[src/design/retirement_event_tagging_pkg.sv]
package retirement_event_tagging_pkg;

	// Register port geometry
	localparam int ADDR_W = 6;
	localparam int DATA_W = 32;

	// Register byte offsets
	localparam logic [5:0] OFF_UPSTREAM = 6'h00;
	localparam logic [5:0] OFF_EXEC = 6'h04;
	localparam logic [5:0] OFF_SAMPLE = 6'h08;
	localparam logic [5:0] OFF_MATRIX = 6'h0C;
	localparam logic [5:0] OFF_LS_SEL0 = 6'h10;
	localparam logic [5:0] OFF_LS_SEL1 = 6'h14;
	localparam logic [5:0] OFF_MOB_SEL = 6'h18;
	localparam logic [5:0] OFF_REPLAY = 6'h1C;
	localparam logic [5:0] OFF_QUAL = 6'h20;
	localparam logic [5:0] OFF_STATUS = 6'h24;
	localparam logic [5:0] OFF_IRQ_MASK = 6'h28;

	// Event select control layout
	localparam int CODE_LSB = 25;
	localparam int CODE_W = 7;
	localparam int MASK_LSB = 9;
	localparam int MASK_W = 16;
	localparam int TAGVAL_LSB = 5;
	localparam int TAGVAL_W = 4;
	localparam int TAG_EN_BIT = 4;
	localparam logic [3:0] TAG_VALUE_COUNTED = 4'h1;

	// Bit positions inside the 16-bit event mask field
	localparam int ALL_UOPS_BIT = 15;
	localparam int PORT0_MOVES_BIT = 3;
	localparam int PORT2_MOVES_BIT = 4;
	localparam int NONSPEC_TAG0_BIT = 0;
	localparam int NONSPEC_BIT = 0;
	localparam int SPLIT_BIT = 1;
	localparam int PARTIAL_FWD_BIT = 4;
	localparam int MISALIGNED_BIT = 5;

	// Sample enable register bits
	localparam int SE_L1_MISS = 0;
	localparam int SE_L2_MISS = 1;
	localparam int SE_DTLB_MISS = 2;
	localparam int SE_ORDER_BUF = 9;
	localparam int SE_SPLIT = 10;
	localparam int SE_COMMON_A = 24;
	localparam int SE_COMMON_B = 25;

	// Replay matrix bits
	localparam int MATRIX_LOAD = 0;
	localparam int MATRIX_STORE = 1;

	// Interrupt status bits
	localparam int ST_W = 3;
	localparam int ST_EXEC = 0;
	localparam int ST_REPLAY = 1;
	localparam int ST_UNTAGGED = 2;
	localparam logic [2:0] ST_RESET = 3'h0;
	localparam logic [31:0] REG_RESET = 32'h0000_0000;

	// Non-retirement events whose mask qualification is reported
	typedef enum logic [2:0] {
		EV_FETCH_REQUEST,
		EV_BUS_ALLOCATION,
		EV_CACHE_REFERENCE,
		EV_MEMORY_CANCEL,
		EV_SIMD_INPUT_ASSIST,
		EV_MEDIA64_UOP,
		EV_PACKED_DOUBLE_UOP,
		EV_NONE
	} qual_event_t;

endpackage

[src/design/mask_qualifier.sv]
`timescale 1ns/10ps
module mask_qualifier (
	// Query
	input wire retirement_event_tagging_pkg::qual_event_t event_id,
	// Answer: defined mask bits and those that are thread independent
	output logic [15:0] defined_map,
	output logic [15:0] thread_independent
);

	// Fixed classification table of each event's mask bits
	always_comb begin
		defined_map = 16'h0000;
		thread_independent = 16'h0000;
		case (event_id)
			retirement_event_tagging_pkg::EV_FETCH_REQUEST: begin
				defined_map = 16'h0001; // see RULE_08
			end
			retirement_event_tagging_pkg::EV_BUS_ALLOCATION: begin
				defined_map = 16'h3FEF; // see RULE_08
			end
			retirement_event_tagging_pkg::EV_CACHE_REFERENCE: begin
				defined_map = 16'h0FFF; // see RULE_08
			end
			retirement_event_tagging_pkg::EV_MEMORY_CANCEL: begin
				defined_map = 16'h000C; // see RULE_08
			end
			retirement_event_tagging_pkg::EV_SIMD_INPUT_ASSIST,
			retirement_event_tagging_pkg::EV_MEDIA64_UOP,
			retirement_event_tagging_pkg::EV_PACKED_DOUBLE_UOP: begin
				defined_map = 16'h8000;
				thread_independent = 16'h8000; // see RULE_08
			end
			default: begin
				defined_map = 16'h0000;
				thread_independent = 16'h0000;
			end
		endcase
	end

endmodule // mask_qualifier

[src/design/retirement_event_tagging.sv]
`timescale 1ns/10ps
// How it works
// RULE_01: An execution count needs upstream tag value 1 and the tag-0 mask.
// RULE_02: Software sets all-uops, or both port moves bits, with tag enable.
// RULE_03: Replay counts need sample bits 24 and 25, own bit, nonspec mask.
// RULE_04: Split replays use sample bit 10 and matrix bit 0 or 1 by selector.
// RULE_05: I/O, uncached, locked, return and far uops are never tagged.
// RULE_06: The second-level miss metric counts fast-detected misses only.
// RULE_07: Order-buffer replays count loads not forwarded as aligned subsets.
// RULE_08: Each non-retirement mask bit is reported per-thread or independent.
module retirement_event_tagging (
	// Clock and reset
	input wire logic core_clk,
	input wire logic rst_n,
	// Register port
	input wire logic [5:0] reg_addr,
	input wire logic [31:0] reg_wdata,
	input wire logic reg_wr,
	input wire logic reg_rd,
	output logic [31:0] reg_rdata,
	// Retiring uop from the pipeline
	input wire logic uop_retire,
	input wire logic [6:0] uop_event_code,
	input wire logic [15:0] uop_mask_hits,
	input wire logic uop_untaggable,
	input wire logic uop_speculative,
	// Retiring replayed memory uop
	input wire logic replay_retire,
	input wire logic replay_is_load,
	input wire logic replay_is_store,
	input wire logic replay_untaggable,
	input wire logic replay_speculative,
	input wire logic replay_l1_miss,
	input wire logic replay_l2_fast_miss,
	input wire logic replay_l2_late_miss,
	input wire logic replay_dtlb_miss,
	input wire logic replay_fwd_unaligned,
	input wire logic replay_split,
	// Count pulses to the counters and interrupt
	output logic exec_count,
	output logic replay_count,
	output logic irq
);

	logic [31:0] upstream_sel, exec_sel, sample_enable_reg, replay_matrix_reg;
	logic [31:0] load_store_selector_0, load_store_selector_1;
	logic [31:0] mob_sel, replay_sel;
	retirement_event_tagging_pkg::qual_event_t qual_event;
	logic [2:0] status, irq_mask, next_status;
	logic [15:0] qual_defined, qual_indep, up_mask, exec_mask;
	logic [15:0] st_mask, ld_mask, mob_mask, rp_mask;
	logic exec_tag, exec_hit, replay_base, m_load, m_store;
	logic replay_hit, untagged_drop;

	// Event mask field of a selector word
	function automatic logic [15:0] mask_of(input logic [31:0] sel);
		return sel[retirement_event_tagging_pkg::MASK_LSB +:
			retirement_event_tagging_pkg::MASK_W];
	endfunction

	// Register write strobe decode
	function automatic logic wr_hit(input logic [5:0] off);
		return reg_wr && (reg_addr == off);
	endfunction

	assign up_mask = mask_of(upstream_sel);
	assign exec_mask = mask_of(exec_sel);
	assign st_mask = mask_of(load_store_selector_0);
	assign ld_mask = mask_of(load_store_selector_1);
	assign mob_mask = mask_of(mob_sel);
	assign rp_mask = mask_of(replay_sel);

	mask_qualifier u_qual (
		.event_id(qual_event),
		.defined_map(qual_defined),
		.thread_independent(qual_indep)
	);

	// Upstream tagging: selector code and mask must match the uop
	assign exec_tag = uop_retire && !uop_untaggable // see RULE_05
		&& upstream_sel[retirement_event_tagging_pkg::TAG_EN_BIT]
		&& (uop_event_code == upstream_sel[
			retirement_event_tagging_pkg::CODE_LSB +:
			retirement_event_tagging_pkg::CODE_W])
		&& |(uop_mask_hits & up_mask); // see RULE_02

	// Execution event counts tagged, non-speculative uops
	assign exec_hit = exec_tag && !uop_speculative
		&& (upstream_sel[retirement_event_tagging_pkg::TAGVAL_LSB +:
			retirement_event_tagging_pkg::TAGVAL_W]
			== retirement_event_tagging_pkg::TAG_VALUE_COUNTED)
		&& exec_mask[retirement_event_tagging_pkg::NONSPEC_TAG0_BIT]; // see RULE_01

	// Common replay qualification
	assign replay_base = replay_retire && !replay_untaggable // see RULE_05
		&& !replay_speculative
		&& sample_enable_reg[retirement_event_tagging_pkg::SE_COMMON_A]
		&& sample_enable_reg[retirement_event_tagging_pkg::SE_COMMON_B]
		&& rp_mask[retirement_event_tagging_pkg::NONSPEC_BIT]; // see RULE_03
	assign m_load = replay_is_load
		&& replay_matrix_reg[retirement_event_tagging_pkg::MATRIX_LOAD];
	assign m_store = replay_is_store
		&& replay_matrix_reg[retirement_event_tagging_pkg::MATRIX_STORE];

	// Per-metric replay qualification; late misses never count
	assign replay_hit = replay_base && (
		(sample_enable_reg[retirement_event_tagging_pkg::SE_L1_MISS]
			&& replay_l1_miss && m_load)
		|| (sample_enable_reg[retirement_event_tagging_pkg::SE_L2_MISS]
			&& replay_l2_fast_miss && m_load) // see RULE_06
		|| (sample_enable_reg[retirement_event_tagging_pkg::SE_DTLB_MISS]
			&& replay_dtlb_miss && (m_load || m_store))
		|| (sample_enable_reg[retirement_event_tagging_pkg::SE_ORDER_BUF]
			&& replay_fwd_unaligned && m_load
			&& mob_mask[retirement_event_tagging_pkg::PARTIAL_FWD_BIT]
			&& mob_mask[retirement_event_tagging_pkg::MISALIGNED_BIT]) // see RULE_07
		|| (sample_enable_reg[retirement_event_tagging_pkg::SE_SPLIT]
			&& replay_split && m_load
			&& ld_mask[retirement_event_tagging_pkg::SPLIT_BIT]) // see RULE_04
		|| (sample_enable_reg[retirement_event_tagging_pkg::SE_SPLIT]
			&& replay_split && m_store
			&& st_mask[retirement_event_tagging_pkg::SPLIT_BIT])); // see RULE_04

	// A retiring uop that could not carry a tag
	assign untagged_drop = (uop_retire && uop_untaggable)
		|| (replay_retire && replay_untaggable); // see RULE_05

	// Selector and enable registers
	always_ff @(posedge core_clk or negedge rst_n) begin
		if (!rst_n) begin
			upstream_sel <= retirement_event_tagging_pkg::REG_RESET;
			exec_sel <= retirement_event_tagging_pkg::REG_RESET;
			sample_enable_reg <= retirement_event_tagging_pkg::REG_RESET;
			replay_matrix_reg <= retirement_event_tagging_pkg::REG_RESET;
			load_store_selector_0 <= retirement_event_tagging_pkg::REG_RESET;
			load_store_selector_1 <= retirement_event_tagging_pkg::REG_RESET;
			mob_sel <= retirement_event_tagging_pkg::REG_RESET;
			replay_sel <= retirement_event_tagging_pkg::REG_RESET;
			qual_event <= retirement_event_tagging_pkg::EV_NONE;
			irq_mask <= retirement_event_tagging_pkg::ST_RESET;
		end else begin
			if (wr_hit(retirement_event_tagging_pkg::OFF_UPSTREAM)) begin
				upstream_sel <= reg_wdata;
			end
			if (wr_hit(retirement_event_tagging_pkg::OFF_EXEC)) begin
				exec_sel <= reg_wdata;
			end
			if (wr_hit(retirement_event_tagging_pkg::OFF_SAMPLE)) begin
				sample_enable_reg <= reg_wdata;
			end
			if (wr_hit(retirement_event_tagging_pkg::OFF_MATRIX)) begin
				replay_matrix_reg <= reg_wdata;
			end
			if (wr_hit(retirement_event_tagging_pkg::OFF_LS_SEL0)) begin
				load_store_selector_0 <= reg_wdata;
			end
			if (wr_hit(retirement_event_tagging_pkg::OFF_LS_SEL1)) begin
				load_store_selector_1 <= reg_wdata;
			end
			if (wr_hit(retirement_event_tagging_pkg::OFF_MOB_SEL)) begin
				mob_sel <= reg_wdata;
			end
			if (wr_hit(retirement_event_tagging_pkg::OFF_REPLAY)) begin
				replay_sel <= reg_wdata;
			end
			if (wr_hit(retirement_event_tagging_pkg::OFF_QUAL)) begin
				qual_event <= retirement_event_tagging_pkg::qual_event_t'(
					reg_wdata[2:0]);
			end
			if (wr_hit(retirement_event_tagging_pkg::OFF_IRQ_MASK)) begin
				irq_mask <= reg_wdata[retirement_event_tagging_pkg::ST_W-1:0];
			end
		end
	end

	// Sticky status: a new event wins over a same-cycle clear
	always_comb begin
		next_status = status;
		if (wr_hit(retirement_event_tagging_pkg::OFF_STATUS)) begin
			next_status = status & ~reg_wdata[retirement_event_tagging_pkg::ST_W-1:0];
		end
		next_status[retirement_event_tagging_pkg::ST_EXEC] |= exec_hit;
		next_status[retirement_event_tagging_pkg::ST_REPLAY] |= replay_hit;
		next_status[retirement_event_tagging_pkg::ST_UNTAGGED] |= untagged_drop;
	end

	always_ff @(posedge core_clk or negedge rst_n) begin
		if (!rst_n) begin
			status <= retirement_event_tagging_pkg::ST_RESET;
		end else begin
			status <= next_status;
		end
	end

	// Interrupt from a flop fed by next_status, so it rises in the same cycle as the status
	always_ff @(posedge core_clk or negedge rst_n) begin
		if (!rst_n) begin
			irq <= 1'b0;
		end else begin
			irq <= |(next_status & irq_mask);
		end
	end

	// Count pulses, registered so the counters see clean levels
	always_ff @(posedge core_clk or negedge rst_n) begin
		if (!rst_n) begin
			exec_count <= 1'b0;
			replay_count <= 1'b0;
		end else begin
			exec_count <= exec_hit; // see RULE_01
			replay_count <= replay_hit; // see RULE_03
		end
	end

	// Read data valid only in the cycle after the read strobe
	always_ff @(posedge core_clk or negedge rst_n) begin
		if (!rst_n) begin
			reg_rdata <= retirement_event_tagging_pkg::REG_RESET;
		end else if (reg_rd) begin
			case (reg_addr)
				retirement_event_tagging_pkg::OFF_UPSTREAM: reg_rdata <= upstream_sel;
				retirement_event_tagging_pkg::OFF_EXEC: reg_rdata <= exec_sel;
				retirement_event_tagging_pkg::OFF_SAMPLE:
					reg_rdata <= sample_enable_reg;
				retirement_event_tagging_pkg::OFF_MATRIX:
					reg_rdata <= replay_matrix_reg;
				retirement_event_tagging_pkg::OFF_LS_SEL0:
					reg_rdata <= load_store_selector_0;
				retirement_event_tagging_pkg::OFF_LS_SEL1:
					reg_rdata <= load_store_selector_1;
				retirement_event_tagging_pkg::OFF_MOB_SEL: reg_rdata <= mob_sel;
				retirement_event_tagging_pkg::OFF_REPLAY: reg_rdata <= replay_sel;
				retirement_event_tagging_pkg::OFF_QUAL:
					reg_rdata <= {qual_defined, qual_indep}; // see RULE_08
				retirement_event_tagging_pkg::OFF_STATUS:
					reg_rdata <= {29'h0000_0000, status};
				retirement_event_tagging_pkg::OFF_IRQ_MASK:
					reg_rdata <= {29'h0000_0000, irq_mask};
				default: reg_rdata <= retirement_event_tagging_pkg::REG_RESET;
			endcase
		end else begin
			reg_rdata <= retirement_event_tagging_pkg::REG_RESET;
		end
	end
endmodule // retirement_event_tagging

[config.mk]
export PLATFORM = sky130hd
export DESIGN_NAME = retirement_event_tagging
export DESIGN_NICKNAME = d
export VERILOG_FILES = /design/src/design/retirement_event_tagging_pkg.sv /design/src/design/mask_qualifier.sv /design/src/design/retirement_event_tagging.sv
export SDC_FILE = /design/constraint.sdc
export NUM_CORES = 1
export LEC_CHECK = 0
export ABC_AREA = 1
export BUFFER_PORTS_ARGS = -buffer_cell sky130_fd_sc_hd__buf_4
export CORE_ASPECT_RATIO = 2
export CORE_UTILIZATION = 30
export CTS_BUF_LIST = sky130_fd_sc_hd__clkbuf_8
export CTS_CLUSTER_SIZE = 10
export DETAILED_ROUTE_END_ITERATION = 12
export PLACE_DENSITY_LB_ADDON = 0.15
export REMOVE_ABC_BUFFERS = 1
export SLEW_MARGIN = 25
export SYNTH_ARGS = -nofsm -noshare
export SYNTH_HDL_FRONTEND = slang
export SYNTH_SLANG_ARGS = --single-unit
[constraint.sdc]
create_clock -name core_clk -period 1.25 [get_ports core_clk]
set_clock_uncertainty 0.1 [all_clocks]
set_input_delay 0.125 -clock core_clk [delete_from_list [all_inputs] [get_ports core_clk]]
set_output_delay 0.125 -clock core_clk [all_outputs]
set_load 0.1 [all_outputs]
==> summary.txt <==
Outcome
  • Status: complete, but fails checks
  • Failing checks: setup timing

Clocking
  • Clk_lat worst skew: 590 ps
  • Root Driver: clkbuf_8
  • CTS tree: done
  • Clock sink count: 300
  • CTS H-tree lvls: 2
  • Clock Pin Slew Worst Setup and Hold Paths: 60 ps
  • Maximum buffer depth of the clock tree: 3
  • Cts bufs inserted: 46

Floorplan
  • Core box area: 43,380 µm²
  • Initial Util: 0.3046
  • Die Ht: 298.8 µm
  • Die area: 44,940 µm²
  • Die X: 150.4 µm
  • Cell Rows: 108
  • # IOs: 114

Min path
  • Worst min-delay path category: input pin to register

Routing
  • DRT Pass-1 Iters: 5
  • Post-route DRC: 0
  • Routed length per instance: 18.01 µm
  • DR vias: 11,190
  • DR vias/cell: 4.634
  • Post-route ant nets: 0
  • Initial DRC count: 602
  • Post-Route WL: 43,500 µm

Synth
  • Syn_area_per_cell: 8.410 µm²
  • EDFF count, synth: 0
  • Mapped cell area: 13,210 µm²
  • Warnings, synthesis: 0
  • Sequential element share of the synthesized area: 0.5685
  • Top_reg_cell synth: dfrtp_1
  • Netlist cell types: 38
  • Mapped Cells: 1,571
  • Ranking of synthesized cells by area: dfrtp_1 (56%), nand2_1 (18%), o21ai_0 (5.8%)
  • Synth top area share: 0.5625
  • Yosys top cell by area: dfrtp_1
  • Post-synthesis async set-or-reset flop share: 1.000
  • Flops & latches, synth: 300

Setup path
  • Critical path startpoint category: register
  • Worst Path Required: 1600 ps
  • WP data arrival: 1890 ps
  • Setup crit end kind: register
  • WS Path Type: register to register
  • Crit path max fanout: 2

Pwr
  • Leak pwr: 8.837 nW
  • Max VDD drop: 0.5842 mV
  • PD cells: 1273 nW/µm²

GRT
  • Largest net degree at the start of global routing: 76
  • All-Layer GR Usage: 0.2007
  • Vias in the first global route: 11,310
  • Gr ovfl total: 0
  • Antenna violations before repair: 1
  • First-pass GRT wire length: 66,920 µm

Cells and area
  • Share of layout cells above drive strength 1: 0.2135
  • Final #Nets: 1,909
  • Fin util: 0.4076
  • P&R area growth vs syn: 33.82%
  • Post-Layout Inst Area: 17,680 µm²

Timing
  • Setup_tns: -11,790 ps
  • Final Cycle Share: 1.229
  • Post-layout minimum cycle time: 1536 ps
  • Setup WS post-layout: -285.8 ps
  • Final hold violation count: 0
  • Final setup fails: 68
  • Fmax: 651.1 MHz
  • Worst Tran Pin Value: 779.8 ps
  • RSZ-0062 raised after global routing: true
  • Slew Limit Fails: 0
  • Max-slew headroom: 0.4784

Place
  • IO Port Bufs: 112
  • Placer Congestion: 0.7907
  • Place WS: -542.2 ps
  • Area post-placement: 15,640 µm²
  • Final HPWL DP: 29,030 µm

Run
  • Max-capacitance violation count: 0
==> where the power goes <==
part           internal, mW  switching, mW  total [mW]
Sequential             10.9          0.667        11.5
Clock                  4.09           3.91        8.01
Combinational          1.35           1.63        2.98
Total                  16.3           6.22        22.5
==> per-stage QoR <==
step                      power, mW  hold slack (ps)  cells
after floorplan               12.86           -270.6   1495
after global placement        14.29           -115.8   2281
after detailed placement      14.36           -112.3   2281
after CTS                     22.81            5.968   2411
after global routing          23.63            43.99   2415
final                         22.51            4.842   2415
==> worst max-delay path, cell delays in order, from the launching register on <==
cell     delay, ps
dfrtp_1        410
nand2_1         70
nand4_1        160
nor2_1         180
buf_4          170
nand2_4         50
nand2_4         90
nand2_2         60
nand2_1         50
nand3_1         60
==> placed cells by master (no fill, tap or decap), types with 24 or more instances in the layout <==
cell / n
inv_1: 105
o21ai_1: 112
clkbuf_8: 57
nor2_1: 57
dlygate4sd3_1: 45
o21ai_0: 152
buf_12: 57
nand3_1: 27
dfrtp_1: 294
a21oi_1: 24
nand2_1: 611
buf_4: 165
==> repair_timing <==
action	CTS	global route
setup buffers	4	3
endpoints found under the hold margin	579	14
resized for setup	129	44
pin swaps	17	25
setup endpoints to repair	54	71
hold buffers	45	1
gates cloned	0	0
==> area by class of cell <==
class / count / area (µm²)
Clock inverter: 25 / 101.3
Tap cell: 550 / 688.2
Timing Repair Buffer: 287 / 3104
Antenna cell: 1 / 2.502
Inverter: 95 / 364.1
Clock buffer: 57 / 784.5
Sequential cell: 300 / 7515
Fill cell: 4368 / 25700
Multi-Input combinational cell: 1100 / 5121
==> path summary, 6_finish.rpt <==
kind | cells after the start | end | startpoint | slack (ps)
min in group asynchronous | 3 | exec_sel[18] | rst_n | 40
max | 9 | irq | upstream_sel[14] | -290
min reg2reg | 2 | mob_sel[9] | mob_sel[9] | 380
max in group asynchronous | 3 | exec_sel[8] | rst_n | -190
min | 9 | replay_count | replay_l1_miss | 5
max reg2reg | 9 | irq | upstream_sel[14] | -290
==> Yosys cell counts, types with 8 or more instances <==
| master | number |
|---|---|
| a21oi_1 | 30 |
| o21ai_0 | 154 |
| nor2_1 | 66 |
| inv_1 | 87 |
| nand4_1 | 16 |
| nand2_2 | 9 |
| buf_2 | 37 |
| dfrtp_1 | 297 |
| buf_6 | 11 |
| nand2_1 | 631 |
| o21ai_1 | 113 |
| nand3_1 | 31 |
| clkbuf_1 | 18 |
| nand3b_1 | 8 |
| buf_4 | 8 |
==> cell families after synthesis <==
group,count (synthesis),share of synthesized area
XOR/XNOR,1,0.0006630
AND/OR/NAND/NOR,789,0.2484
buffers and inverters,171,0.06288
AO/OA/AOI/OAI,310,0.1196
flip-flops,300,0.5685
==> metal layers <==
| metal | up-vias | global-route usage | wire length, µm | share of wire |
|---|---|---|---|---|
| li1 | 5543 | - | - | - |
| met1 | 5319 | 0.2442 | 17800 | 0.41 |
| met4 | 0 | 0.07937 | 1567 | 0.036 |
| met3 | 77 | 0.02229 | 1553 | 0.036 |
| met5 | - | 0 | 0 | 0 |
| met2 | 251 | 0.3554 | 22580 | 0.52 |
(Power assumes the default switching activity.)
